`src/i2c_status_params.svh`:
```
// How it works
// - Status byte readable whole or by bit
// - Reset clears every status flag to zero
// - Bit order master down to stop flag
// - Master flag shows master communication state
// - Generated start condition sets master flag
// - Stop, loss, exit, disable clear master
// - Loss flag low unless arbitration lost
// - Arbitration loss sets flag, clears master
// - Status read or disable clears loss flag
// - Foreign bit operation also clears loss flag
// - Eighth clock sets extension flag on 0000/1111
// - Start, stop, exit, disable clear extension
// - Exit is control bit 6, enable bit 7
// - Match flag shows own address match
`ifndef I2C_STATUS_PARAMS_SVH
`define I2C_STATUS_PARAMS_SVH

`define STATUS_ADDR 16'hFFA9
`define STATUS_RST 8'h00
`define BIT_MASTER 7
`define BIT_ARB_LOST 6
`define BIT_EXT_CODE 5
`define BIT_ADDR_MATCH 4
`define BIT_TX_MODE 3
`define BIT_ACK_SEEN 2
`define BIT_START_SEEN 1
`define BIT_STOP_SEEN 0
`define CTRL_EXIT_BIT 6
`define CTRL_ENABLE_BIT 7
`define EXT_CODE_LO 4'h0
`define EXT_CODE_HI 4'hF
`define ADDR_LAST_CNT 4'h7
`define ACK_CNT 4'h8

`endif

```
`src/i2c_status_pkg.sv`:
```
package i2c_status_pkg;
    typedef logic [7:0] byte_t;
    typedef logic [15:0] addr_t;
    typedef enum logic [2:0] {
        PH_IDLE = 3'b001,
        PH_ADDR = 3'b010,
        PH_DATA = 3'b100
    } phase_t;
endpackage

```
`src/i2c_status_flags.sv`:
```
`timescale 1ns/1ps
`default_nettype none
`include "i2c_status_params.svh"

module i2c_status_flags (
    input wire logic clk,
    input wire logic rst,
    input wire i2c_status_pkg::addr_t cpu_addr,
    input wire logic cpu_rd,
    input wire logic cpu_wr,
    input wire logic cpu_bitop,
    output i2c_status_pkg::byte_t cpu_rdata,
    input wire i2c_status_pkg::byte_t ctrl_reg,
    input wire logic ctrl_wr,
    input wire i2c_status_pkg::byte_t ctrl_wdata,
    input wire logic [6:0] own_addr,
    input wire logic start_gen,
    input wire logic arb_lost_evt,
    input wire logic tx_mode,
    input wire logic scl_in,
    input wire logic sda_in,
    output logic master_active_flag,
    output logic arb_lost_flag
);
    import i2c_status_pkg::*;

    ////////////////////////////////////////////////////////////////
    // Pin synchronisers and edge detection
    logic scl_meta_r, scl_sync_r, scl_prev_r;
    logic sda_meta_r, sda_sync_r, sda_prev_r;
    logic scl_rise, start_det, stop_det;

    always_ff @(posedge clk or posedge rst) begin
        if (rst) begin
            scl_meta_r <= 1'b1;
            scl_sync_r <= 1'b1;
            scl_prev_r <= 1'b1;
            sda_meta_r <= 1'b1;
            sda_sync_r <= 1'b1;
            sda_prev_r <= 1'b1;
        end else begin
            scl_meta_r <= scl_in;
            scl_sync_r <= scl_meta_r;
            scl_prev_r <= scl_sync_r;
            sda_meta_r <= sda_in;
            sda_sync_r <= sda_meta_r;
            sda_prev_r <= sda_sync_r;
        end
    end

    assign scl_rise = scl_sync_r && !scl_prev_r;
    assign start_det = scl_sync_r && scl_prev_r && sda_prev_r && !sda_sync_r;
    assign stop_det = scl_sync_r && scl_prev_r && !sda_prev_r && sda_sync_r;

    ////////////////////////////////////////////////////////////////
    // Control register decode
    logic enable_prev_r;
    logic exit_wr, en_fall;

    always_ff @(posedge clk or posedge rst) begin
        if (rst) begin
            enable_prev_r <= 1'b0;
        end else begin
            enable_prev_r <= ctrl_reg[`CTRL_ENABLE_BIT];
        end
    end

    assign exit_wr = ctrl_wr && ctrl_wdata[`CTRL_EXIT_BIT];
    assign en_fall = enable_prev_r && !ctrl_reg[`CTRL_ENABLE_BIT];

    ////////////////////////////////////////////////////////////////
    // Byte framing on the serial bus
    phase_t phase_r;
    logic [3:0] bit_cnt_r;
    logic [7:0] shift_r;
    logic eighth_rise, ninth_rise, ext_hit, match_hit;

    assign eighth_rise = scl_rise && (phase_r == PH_ADDR) && (bit_cnt_r == `ADDR_LAST_CNT);
    assign ninth_rise = scl_rise && (phase_r != PH_IDLE) && (bit_cnt_r == `ACK_CNT);
    assign ext_hit = (shift_r[6:3] == `EXT_CODE_LO) || (shift_r[6:3] == `EXT_CODE_HI);
    assign match_hit = (shift_r[6:0] == own_addr);

    always_ff @(posedge clk or posedge rst) begin
        if (rst) begin
            phase_r <= PH_IDLE;
        end else begin
            case (phase_r)
                PH_IDLE: if (start_det) phase_r <= PH_ADDR;
                PH_ADDR: begin
                    if (stop_det) phase_r <= PH_IDLE;
                    else if (ninth_rise) phase_r <= PH_DATA;
                end
                PH_DATA: begin
                    if (stop_det) phase_r <= PH_IDLE;
                    else if (start_det) phase_r <= PH_ADDR;
                end
                default: phase_r <= PH_IDLE;
            endcase
        end
    end

    always_ff @(posedge clk or posedge rst) begin
        if (rst) begin
            bit_cnt_r <= 4'h0;
            shift_r <= 8'h00;
        end else if (start_det || stop_det) begin
            bit_cnt_r <= 4'h0;
            shift_r <= 8'h00;
        end else if (scl_rise && phase_r != PH_IDLE) begin
            bit_cnt_r <= ninth_rise ? 4'h0 : bit_cnt_r + 4'h1;
            if (bit_cnt_r < `ACK_CNT) shift_r <= {shift_r[6:0], sda_sync_r};
        end
    end

    ////////////////////////////////////////////////////////////////
    // Status flags
    logic ext_code_flag, addr_match_flag, ack_seen_flag;
    logic start_seen_flag, stop_seen_flag, tx_mode_flag;
    logic rd_hit, foreign_bitop;
    byte_t status;

    assign rd_hit = cpu_rd && (cpu_addr == `STATUS_ADDR);
    assign foreign_bitop = cpu_bitop && (cpu_addr != `STATUS_ADDR);

    always_ff @(posedge clk or posedge rst) begin
        if (rst) begin
            master_active_flag <= 1'b0;
        end else if (arb_lost_evt) begin
            master_active_flag <= 1'b0;
        end else if (start_gen) begin
            master_active_flag <= 1'b1;
        end else if (stop_det || exit_wr || en_fall) begin
            master_active_flag <= 1'b0;
        end
    end

    always_ff @(posedge clk or posedge rst) begin
        if (rst) begin
            arb_lost_flag <= 1'b0;
        end else if (arb_lost_evt) begin
            arb_lost_flag <= 1'b1;
        end else if (rd_hit || foreign_bitop || en_fall) begin
            arb_lost_flag <= 1'b0;
        end
    end

    always_ff @(posedge clk or posedge rst) begin
        if (rst) begin
            ext_code_flag <= 1'b0;
        end else if (eighth_rise && ext_hit) begin
            ext_code_flag <= 1'b1;
        end else if (start_det || stop_det || exit_wr || en_fall) begin
            ext_code_flag <= 1'b0;
        end
    end

    always_ff @(posedge clk or posedge rst) begin
        if (rst) begin
            addr_match_flag <= 1'b0;
        end else if (eighth_rise) begin
            addr_match_flag <= match_hit;
        end else if (start_det || stop_det || exit_wr || en_fall) begin
            addr_match_flag <= 1'b0;
        end
    end

    always_ff @(posedge clk or posedge rst) begin
        if (rst) begin
            ack_seen_flag <= 1'b0;
            start_seen_flag <= 1'b0;
            stop_seen_flag <= 1'b0;
            tx_mode_flag <= 1'b0;
        end else begin
            tx_mode_flag <= tx_mode && ctrl_reg[`CTRL_ENABLE_BIT];
            if (ninth_rise) ack_seen_flag <= !sda_sync_r;
            else if (scl_rise || start_det || stop_det || en_fall) ack_seen_flag <= 1'b0;
            if (start_det) start_seen_flag <= 1'b1;
            else if (stop_det || exit_wr || en_fall) start_seen_flag <= 1'b0;
            if (stop_det) stop_seen_flag <= 1'b1;
            else if (start_det || en_fall) stop_seen_flag <= 1'b0;
        end
    end

    ////////////////////////////////////////////////////////////////
    // CPU read port
    // bit layout
    always_comb begin
        status = `STATUS_RST;
        status[`BIT_MASTER] = master_active_flag;
        status[`BIT_ARB_LOST] = arb_lost_flag;
        status[`BIT_EXT_CODE] = ext_code_flag;
        status[`BIT_ADDR_MATCH] = addr_match_flag;
        status[`BIT_TX_MODE] = tx_mode_flag;
        status[`BIT_ACK_SEEN] = ack_seen_flag;
        status[`BIT_START_SEEN] = start_seen_flag;
        status[`BIT_STOP_SEEN] = stop_seen_flag;
    end

    always_ff @(posedge clk or posedge rst) begin
        if (rst) begin
            cpu_rdata <= `STATUS_RST;
        end else if (rd_hit) begin
            cpu_rdata <= status;
        end
    end
endmodule

`default_nettype wire

```
`config.mk`:
```
export PLATFORM = sky130hd
export DESIGN_NAME = i2c_status_flags
export DESIGN_NICKNAME = d
export VERILOG_FILES = /design/src/i2c_status_pkg.sv /design/src/i2c_status_flags.sv
export VERILOG_INCLUDE_DIRS = /design/src
export SDC_FILE = /design/constraint.sdc
export NUM_CORES = 1
export LEC_CHECK = 0
export BUFFER_PORTS_ARGS = -buffer_cell sky130_fd_sc_hd__clkbuf_2
export CAP_MARGIN = 20
export CORE_ASPECT_RATIO = 1.75
export CORE_UTILIZATION = 32
export DETAILED_ROUTE_END_ITERATION = 8
export PLACE_DENSITY = 0.58
export SLEW_MARGIN = 20
export SYNTH_ARGS = -nofsm -noshare
export SYNTH_HDL_FRONTEND = slang
export SYNTH_SLANG_ARGS = --single-unit
```
`constraint.sdc`:
```
create_clock -name clk -period 1.9 [get_ports clk]
set_input_delay 0.095 -clock clk [delete_from_list [all_inputs] [get_ports clk]]
set_output_delay 0.095 -clock clk [all_outputs]
set_load 0.05 [all_outputs]
```
==> metrics.txt, run 1 <==
status complete, but fails checks; violated checks design-rule violations; top cells by area, synth dfrtp_1, dfstp_2, mux2_2; hold_sp tx_mode; initial antenna violation count 0; Worst slew margin 0.683; CTS H-tree depth 2; Worst-Skew Late Latency 0.29 ns; crit path capture type flop; Routed Antenna Nets 0; CTS Root Cell clkbuf_8; max-cap check violation count 0; Top FF cell, synth dfrtp_1; most instantiated cells after synthesis dfrtp_1, nand2_1, mux2_2, o21ai_0; Initial DRC Count 26; input/output buffers 44; Worst Path Required 2.08 ns; Syn Inst Count 145; Starting Density 0.338; global-route wire length before repair 5800 um; compound-gate portion of the synthesized area 0.0935; top-count cell post-synth dfrtp_1; Fin Setup TNS 0 ns; clock slew at reported path FFs 0.07 ns; Placed Cells 245; Max IR drop VDD 0.492 mV; placer congestion estimate 0.771; critical setup path kind reg2reg; synthesized-area fraction occupied by adder cells 0.0146; largest family of logic cells by synthesized area simple AND/OR/NAND/NOR gates; Die Wd 57.3 um; mux contribution to synthesized area 0.0643; Layout Cells excl Fill 257; Final Worst Setup Slack 0.331 ns; syn avg cell area 11.8 um^2; DR vias 1317; GRT Util Overall 0.136; Final Hold Vio Count 0; share of cells above drive strength 1 0.384; Inserted Clock Buffers 5; P_leak 0.00105 uW; Clock Sinks 37; WL per Instance 13.2 um; ys async rst share 1.00; aggregate routed wire length 3380 um; Hold Slack 0.0194 ns; Synth Area in XOR/XNOR 0.0409; Antenna diodes 0; Final Net Count 255; Simple-Gate Fraction of Synth Area 0.232; Netlist cell types 45; RSZ-0062 raised after global routing no; vias in the first global route 1332; sequential area share after synthesis 0.546; Synth area leader dfrtp_1; YS warnings 0; # fillers 484; hpwl dp 2560 um; PwrDens 715 nW/um^2; DRC 7; RR Startpoint bit_cnt_r[0]; Synth top area share 0.438; CTS tree yes; std cell rows 34; I/O Pins 60; Worst Skew 0.00329 ns; Max Clock Freq 0.637 GHz; time the worst path needs with I/O delays and setup 1.57 ns; drt via density 5.12; Area growth syn-to-layout 25.8%; Max Buffers Root-to-Sink 2; Die Footprint 5660 um^2; largest net degree at the start of global routing 38; Place WS 0.320 ns; hold crit path type in2reg; global route overflow 0; critical path peak fanout 5; Core ar. 5060 um^2; Yosys reg bits 37; synthesized area 1710 um^2; beginning of the critical path bit_cnt_r[0]; Startpoint Class flop; die span in y 98.8 um; Worst Tran Pin Value 0.476 ns; First-pass DRT Iterations 6; max-slew violations 0; final cycle utilization of the critical path 0.826; setup violators final 0; Critical Path AT 1.75 ns; syn nets 197; Post-synth EDFFs 0
==> final cells by class <==
cell class                      instances  area, um^2  share of cell area
Inverter                                3        11.3             0.00523
Timing Repair Buffer                   52         293               0.136
Multi-Input combinational cell        104         762               0.354
Sequential cell                        37         935               0.434
Tap cell                               54        67.6              0.0314
Clock buffer                            7        86.3              0.0401
==> worst max-delay path, stage by stage (launching register included) <==
cell and delay, ns:
dfrtp_1 0.42, ha_1 0.22, nand4b_1 0.11, or4_4 0.46, a31o_2 0.26
==> flip-flops by register name (all words and copies together) (netlist names), 3 cells and up <==
| register | count |
|---|---|
| shift_r | 7 |
| cpu_rdata | 8 |
| bit_cnt_r | 4 |
| phase_r | 3 |
==> per-layer routing <==
layer / track usage / share of wire / routed length (um)
met1: 0.128 / 0.38 / 1280
met2: 0.254 / 0.54 / 1830
met3: 0.0341 / 0.052 / 176
met4: 0.0788 / 0.026 / 87
met5: 0 / 0 / 0
==> what timing repair did <==
action,in CTS,in global routing
hold buffers,5,0
hold endpoints to repair,34,0
buffers inserted,0,0
gates resized for setup,0,0
==> logic make-up (layout without fill, tap and decap cells) <==
logic type | after synthesis | in the layout
flip-flops | 37 | 37
buffers and inverters | 4 | 62
XOR/XNOR | 8 | 8
AO/OA/AOI/OAI | 25 | 25
adder cells (fa/ha/maj) | 2 | 2
AND/OR/NAND/NOR | 59 | 59
multiplexers | 10 | 10
==> power by group <==
part / leakage [uW] / switching [uW] / internal [uW]
Sequential: 0.000483 / 22.6 / 818
Clock: 0.0000443 / 259 / 287
Combinational: 0.000522 / 80.1 / 73.5
==> layout by cell type (no fill, tap or decap), types with 2 or more instances in the layout <==
cell type      instances
clkbuf_2              44
dfrtp_1               30
nand2_1               16
o21ai_0                8
mux2_2                 8
nor2_1                 7
xnor2_1                7
dfstp_2                7
a21oi_1                6
nand4_1                6
clkbuf_8               6
dlygate4sd3_1          5
nand4b_1               3
nand3b_1               3
nand3_1                3
inv_1                  3
buf_4                  3
and3_1                 2
nor3_1                 2
mux2i_1                2
nand2b_1               2
a21o_1                 2
ha_1                   2
==> per-stage QoR <==
stage	area, um^2	utilization	total power (uW)
final	2150	0.426	1540
after global routing	2150	0.426	1610
after CTS	2150	0.426	1560
after detailed placement	2020	0.399	1000
after global placement	2020	0.399	1000
after floorplan	1710	-	937
==> worst paths after layout <==
path | end | slack (ns) | cells after the start
max | addr_match_flag | 0.33 | 4
min | tx_mode_flag | 0.02 | 2
max reg2reg | addr_match_flag | 0.33 | 4
min reg2reg | scl_sync_r | 0.36 | 0
max in group asynchronous | scl_prev_r | 1.10 | 4
min in group asynchronous | cpu_rdata[4] | 0.44 | 4
Power figures use the tool's default switching activity.
==> run 2: changes to the inputs <==
- PLACE_DENSITY: 0.58 -> 0.6
- clock period: 1.9 -> 1.3 ns (I/O delays scaled with it)
==> run 2 against run 1 <==
Net effect:
- the run ends with design-rule violations, negative setup slack left
- hold slack worse by 0.018 ns
- critical path depth down 1
- critical endpoint unchanged
- register-to-register slack worse by 0.48 ns
- non-clock buffer count grew 25
- fmax is 7.9% higher
- clock-buffer cell count down 1
- design area up 12%
- sequential share of layout area is 4.8 points lower
- die area did not move
- routed wire length is 14% higher
- via count increased by 6.5%
- sequential cell count stayed put
==> metrics.txt, run 2 (same netlist as run 1, synthesis figures left out) <==
Seq. cell area 935 um^2 (unchanged); clock slew at reported path FFs 0.07 ns (about the same); First-pass DRT Iterations 7 (+1); Inserted Clock Buffers 5 (unchanged); GRT Util Overall 0.150 (+0.0147); critical path peak fanout 5 (unchanged); largest register by flop count cpu_rdata; initial antenna violation count 0 (unchanged); die span in y 98.8 um (unchanged); Startpoint Class flop; largest net degree at the start of global routing 38 (unchanged); setup violators final 11 (+11); Final Net Count 280 (+9.8%); I/O Pins 60 (unchanged); Regs by FF count cpu_rdata (8), shift_r (7), bit_cnt_r (4); Worst-Skew Late Latency 0.30 ns (about the same); P_leak 0.00118 uW (+13%); Worst slew margin 0.690 (+0.00770); Area growth syn-to-layout 41.4%; Tot Pwr 2330 uW (+52%); Starting Density 0.338 (unchanged); input/output buffers 44 (unchanged); Worst Tran Pin Value 0.465 ns (-0.0115 ns); max FFs per register 8 (unchanged); Final Hold Vio Count 0 (unchanged); global route overflow 0 (unchanged); violated checks design-rule violations, negative setup slack; most frequent cells in the layout clkbuf_2, dfrtp_1, buf_4; CTS tree yes; CTS H-tree depth 2 (unchanged); Place WS -0.143 ns (-0.463 ns); Multi-input gate area 818 um^2 (+7.4%); Max Clock Freq 0.688 GHz (+7.9%); hpwl dp 2920 um (+14%); Final Worst Setup Slack -0.153 ns (-0.485 ns); status complete, but fails checks; Die Wd 57.3 um (unchanged); global-route wire length before repair 6400 um (+10%); RSZ-0062 raised after global routing yes; # fillers 477 (-1.4%); Routed Antenna Nets 0 (unchanged); Max IR drop VDD 0.511 mV (+3.9%); Clock Sinks 37 (unchanged); Initial DRC Count 29 (+12%); DRC 7 (unchanged); CTS Root Cell clkbuf_8; std cell rows 34 (unchanged); PwrDens 964 nW/um^2 (+35%); Critical Path AT 1.64 ns (-0.11 ns); max-slew violations 0 (unchanged); Die Footprint 5660 um^2 (unchanged); Antenna diodes 0 (unchanged); max-cap check violation count 0 (unchanged); most common cell after layout, fill and taps aside clkbuf_2; critical setup path kind reg2reg; crit path capture type flop; Core ar. 5060 um^2 (unchanged); Worst Path Required 1.49 ns (-0.59 ns); drt via density 4.95 (-3.3%); Max Buffers Root-to-Sink 2 (unchanged); vias in the first global route 1465 (+10%); WL per Instance 13.6 um (+3.1%); aggregate routed wire length 3840 um (+14%); share of cells above drive strength 1 0.489 (+0.105); DR vias 1402 (+6.5%); time the worst path needs with I/O delays and setup 1.45 ns (-0.115 ns); Worst Skew 0.00680 ns (+0.00351 ns); final cycle utilization of the critical path 1.12 (+0.292); hold crit path type in2reg; placer congestion estimate 0.788 (+2.3%)
[run 2: changes by cell type in the layout (fill, tap and decap cells not counted), sizes merged]
cell,delta
clkbuf,-1
clkinv,+2
buf,+24
dlygate4sd3,+1
[run 2: critical path: stages (launching register included)]
cell      delay [ns]
dfstp_2         0.55
nand2b_4        0.08
or4_4           0.51
a31o_2          0.21
[run 2: stage by stage]
stage                     TNS (ns)  hold WS, ns  std cells   util  instance area, um^2
final                       -0.766      0.00161        283  0.478                 2420
after floorplan              -1.09       0.0695        145      -                 1720
after global placement      -0.770        0.154        267  0.434                 2190
after CTS                   -0.977      0.00560        282  0.467                 2370
after detailed placement     -1.28        0.157        267  0.434                 2190
after global routing         -2.37      0.00721        283  0.478                 2420
[run 2: per-layer routing]
metal / vias to the layer above / routed length [um] / share of wire / GRT usage
li1: 691 / - / - / -
met1: 658 / 1420 / 0.37 / 0.149
met5: - / 0 / 0 / 0
met3: 10 / 196 / 0.051 / 0.0302
met2: 43 / 2060 / 0.54 / 0.274
met4: 0 / 159 / 0.041 / 0.0976
[run 2: worst paths after layout]
kind                       slack, ns  startpoint  depth (start not counted)            endpoint
max                            -0.15  scl_sync_r                          3     addr_match_flag
min                            0.002   start_gen                          3  master_active_flag
max reg2reg                    -0.15  scl_sync_r                          3     addr_match_flag
min reg2reg                     0.36  sda_meta_r                          0          sda_sync_r
max in group asynchronous       0.54         rst                          4          scl_sync_r
min in group asynchronous       0.40         rst                          4       enable_prev_r
[run 2: layout make-up]
class / instances / area share
clock buffer: 6 / 0.0300
timing repair buffer: 77 / 0.209
inverter: 3 / 0.00568
clock inverter: 2 / 0.00413
tap: 54 / 0.0279
sequential: 37 / 0.386
multi-input combinational: 104 / 0.338
[run 2: what timing repair did]
item                       CTS  global route
buffers inserted             1             1
setup endpoints to repair   20            20
resized for setup            7            11
hold endpoints to repair    36             0
pin swaps                    5             5
hold buffers                 6             0
[run 2: where the power goes]
part	switching, uW	internal [uW]	total, uW	leakage, uW
logic	151	176	327	0.000655
clock network	409	371	780	0.0000450
registers	32.5	1190	1230	0.000483
total	592	1740	2330	0.00118
==> run 3: changes to the inputs <==
- PLACE_DENSITY: 0.6 -> 0.59
==> run 3 against run 2 <==
Net effect:
- the run still ends with design-rule violations, negative setup slack left
- sequential share of layout area is 1.1 points lower
- non-clock buffer count is 6 higher
- sequential power hardly changed
- hold slack better by 0.0090 ns
- power is 1.3% higher
- critical path depth stayed put
- clock power is 3.8% higher
- global-route usage is 0.61 points higher
- sequential cell count stayed put
- final cell count is 1.8% higher
- highest routed layer unchanged
- register-to-register slack worse by 0.02 ns
==> metrics.txt, run 3 (same netlist as run 1, synthesis figures left out) <==
Worst path slowest cell dfstp_2; max-cap check violation count 0 (unchanged); clock slew at reported path FFs 0.07 ns (about the same); CTS tree yes; GRT Util Overall 0.157 (+0.00611); Initial DRC Count 30 (+3.4%); status complete, but fails checks; Clock Sinks 37 (unchanged); Worst Tran Pin Value 0.467 ns (+0.00243 ns); max FFs per register 8 (unchanged); Fin Setup TNS -0.905 ns (-0.140 ns); Max Buffers Root-to-Sink 2 (unchanged); initial antenna violation count 0 (unchanged); aggregate routed wire length 4190 um (+9.2%); r2r worst-path depth 3 (unchanged); time the worst path needs with I/O delays and setup 1.48 ns (+0.0219 ns); Worst-Skew Late Latency 0.29 ns (about the same); Regs by FF count cpu_rdata (8), shift_r (7), bit_cnt_r (4); RSZ-0062 raised after global routing yes; input/output buffers 44 (unchanged); PwrDens 948 nW/um^2 (-1.7%); max-slew violations 0 (unchanged); largest net degree at the start of global routing 38 (unchanged); Starting Density 0.338 (unchanged); violated checks design-rule violations, negative setup slack; # fillers 463 (-2.9%); Critical Path AT 1.65 ns (about the same); Max Clock Freq 0.678 GHz (-1.5%); critical path peak fanout 5 (unchanged); P_leak 0.00124 uW (+4.5%); DRC 8 (+1); share of cells above drive strength 1 0.530 (+0.0408); Startpoint Class flop; drt via density 5.02 (+1.4%); Worst Path Required 1.48 ns (about the same); hold crit path type in2reg; reg-to-reg setup timing slack -0.18 ns (-0.02 ns); beginning of the critical path scl_sync_r; Die Wd 57.3 um (unchanged); crit path capture type flop; Tot Pwr 2360 uW (+1.3%); global route overflow 0 (unchanged); RR Startpoint scl_sync_r; std cell rows 34 (unchanged); largest register by flop count cpu_rdata; most common cell after layout, fill and taps aside clkbuf_2; Worst Skew 0.00475 ns (-0.00205 ns); Buf/Inv on CP 0 (unchanged); CP top delay family simple AND/OR/NAND/NOR gates; Critical Path End addr_match_flag; placer congestion estimate 0.754 (-4.3%); Final Net Count 286 (+2.1%); critical path, cell by cell nand2b_4 -> or4_4 -> a31o_2; CP Depth 3 (unchanged); die span in y 98.8 um (unchanged); Worst slew margin 0.689 (-0.00162); DR vias 1447 (+3.2%); global-route wire length before repair 6610 um (+3.2%); Antenna diodes 0 (unchanged); Die Footprint 5660 um^2 (unchanged); CTS Root Cell clkbuf_8; Routed Antenna Nets 0 (unchanged); I/O Pins 60 (unchanged); final cycle utilization of the critical path 1.13 (+0.0168); Core ar. 5060 um^2 (unchanged); CTS H-tree depth 2 (unchanged); Worst R2R End addr_match_flag; Max IR drop VDD 0.658 mV (+29%); First-pass DRT Iterations 6 (-1); Place WS -0.140 ns (+0.00316 ns); Inserted Clock Buffers 5 (unchanged); Final Hold Vio Count 0 (unchanged); hpwl dp 2990 um (+2.2%); Area growth syn-to-layout 45.7%; final core occ 0.493 (+0.0143); vias in the first global route 1471 (+0.41%); critical setup path kind reg2reg; setup violators final 16 (+5); WL per Instance 14.6 um (+7.3%); Final Worst Setup Slack -0.175 ns (-0.0219 ns); CP peak stage delay 0.55 ns (about the same); most frequent cells in the layout clkbuf_2, dfrtp_1, buf_4
run 3: changes by cell type in the layout (fill, tap and decap cells not counted), sizes merged:
cell	change
buf	+6
clkinv	-2
clkbuf	+1
run 3: layer usage:
| metal | global-route usage | vias to the layer above | part of all wire |
|---|---|---|---|
| met1 | 0.152 | 682 | 0.34 |
| li1 | - | 706 | - |
| met2 | 0.291 | 46 | 0.58 |
| met3 | 0.0289 | 13 | 0.038 |
| met4 | 0.101 | 0 | 0.041 |
| met5 | 0 | - | 0 |
run 3: repair_timing:
action	4_1_cts	5_1_grt
resized for setup	12	19
endpoints found under the setup margin	20	20
setup buffers	3	4
cloned	0	2
hold buffers	6	0
hold endpoints to repair	36	0
pin swaps	7	9
run 3: worst min-delay path, cell delays in order:
cell	delay, ns
clkbuf_2	0.08
a41oi_1	0.03
nor2_1	0.08
run 3: per-stage QoR:
stage / instance area, um^2 / cells / hold slack [ns]
final: 2490 / 288 / 0.0106
after global routing: 2490 / 288 / 0.0129
after CTS: 2400 / 283 / 0.0133
after detailed placement: 2190 / 267 / 0.155
after global placement: 2190 / 267 / 0.153
after floorplan: 1720 / 145 / 0.0695
run 3: worst min-delay path by stage:
| stage | start | end | depth (start not counted) |
|---|---|---|---|
| after global routing | start_gen | master_active_flag | 3 |
| final | start_gen | master_active_flag | 3 |
| after global placement | sda_in | sda_meta_r | 1 |
| after CTS | start_gen | master_active_flag | 3 |
| after detailed placement | sda_in | sda_meta_r | 1 |
| after floorplan | scl_in | scl_meta_r | 0 |
run 3: layout make-up:
class | instances | area [um^2] | area share
inverters | 3 | 11.3 | 0.00451
clock buffers | 7 | 86.3 | 0.0346
multi-input cells | 104 | 847 | 0.340
well taps | 54 | 67.6 | 0.0271
repair buffers | 83 | 548 | 0.220
flip-flops and latches | 37 | 935 | 0.375
run 3: where the power goes:
group	total [uW]	internal [uW]	switching (uW)
logic	328	171	157
registers	1230	1200	30.6
clock network	810	421	390
total	2360	1790	577
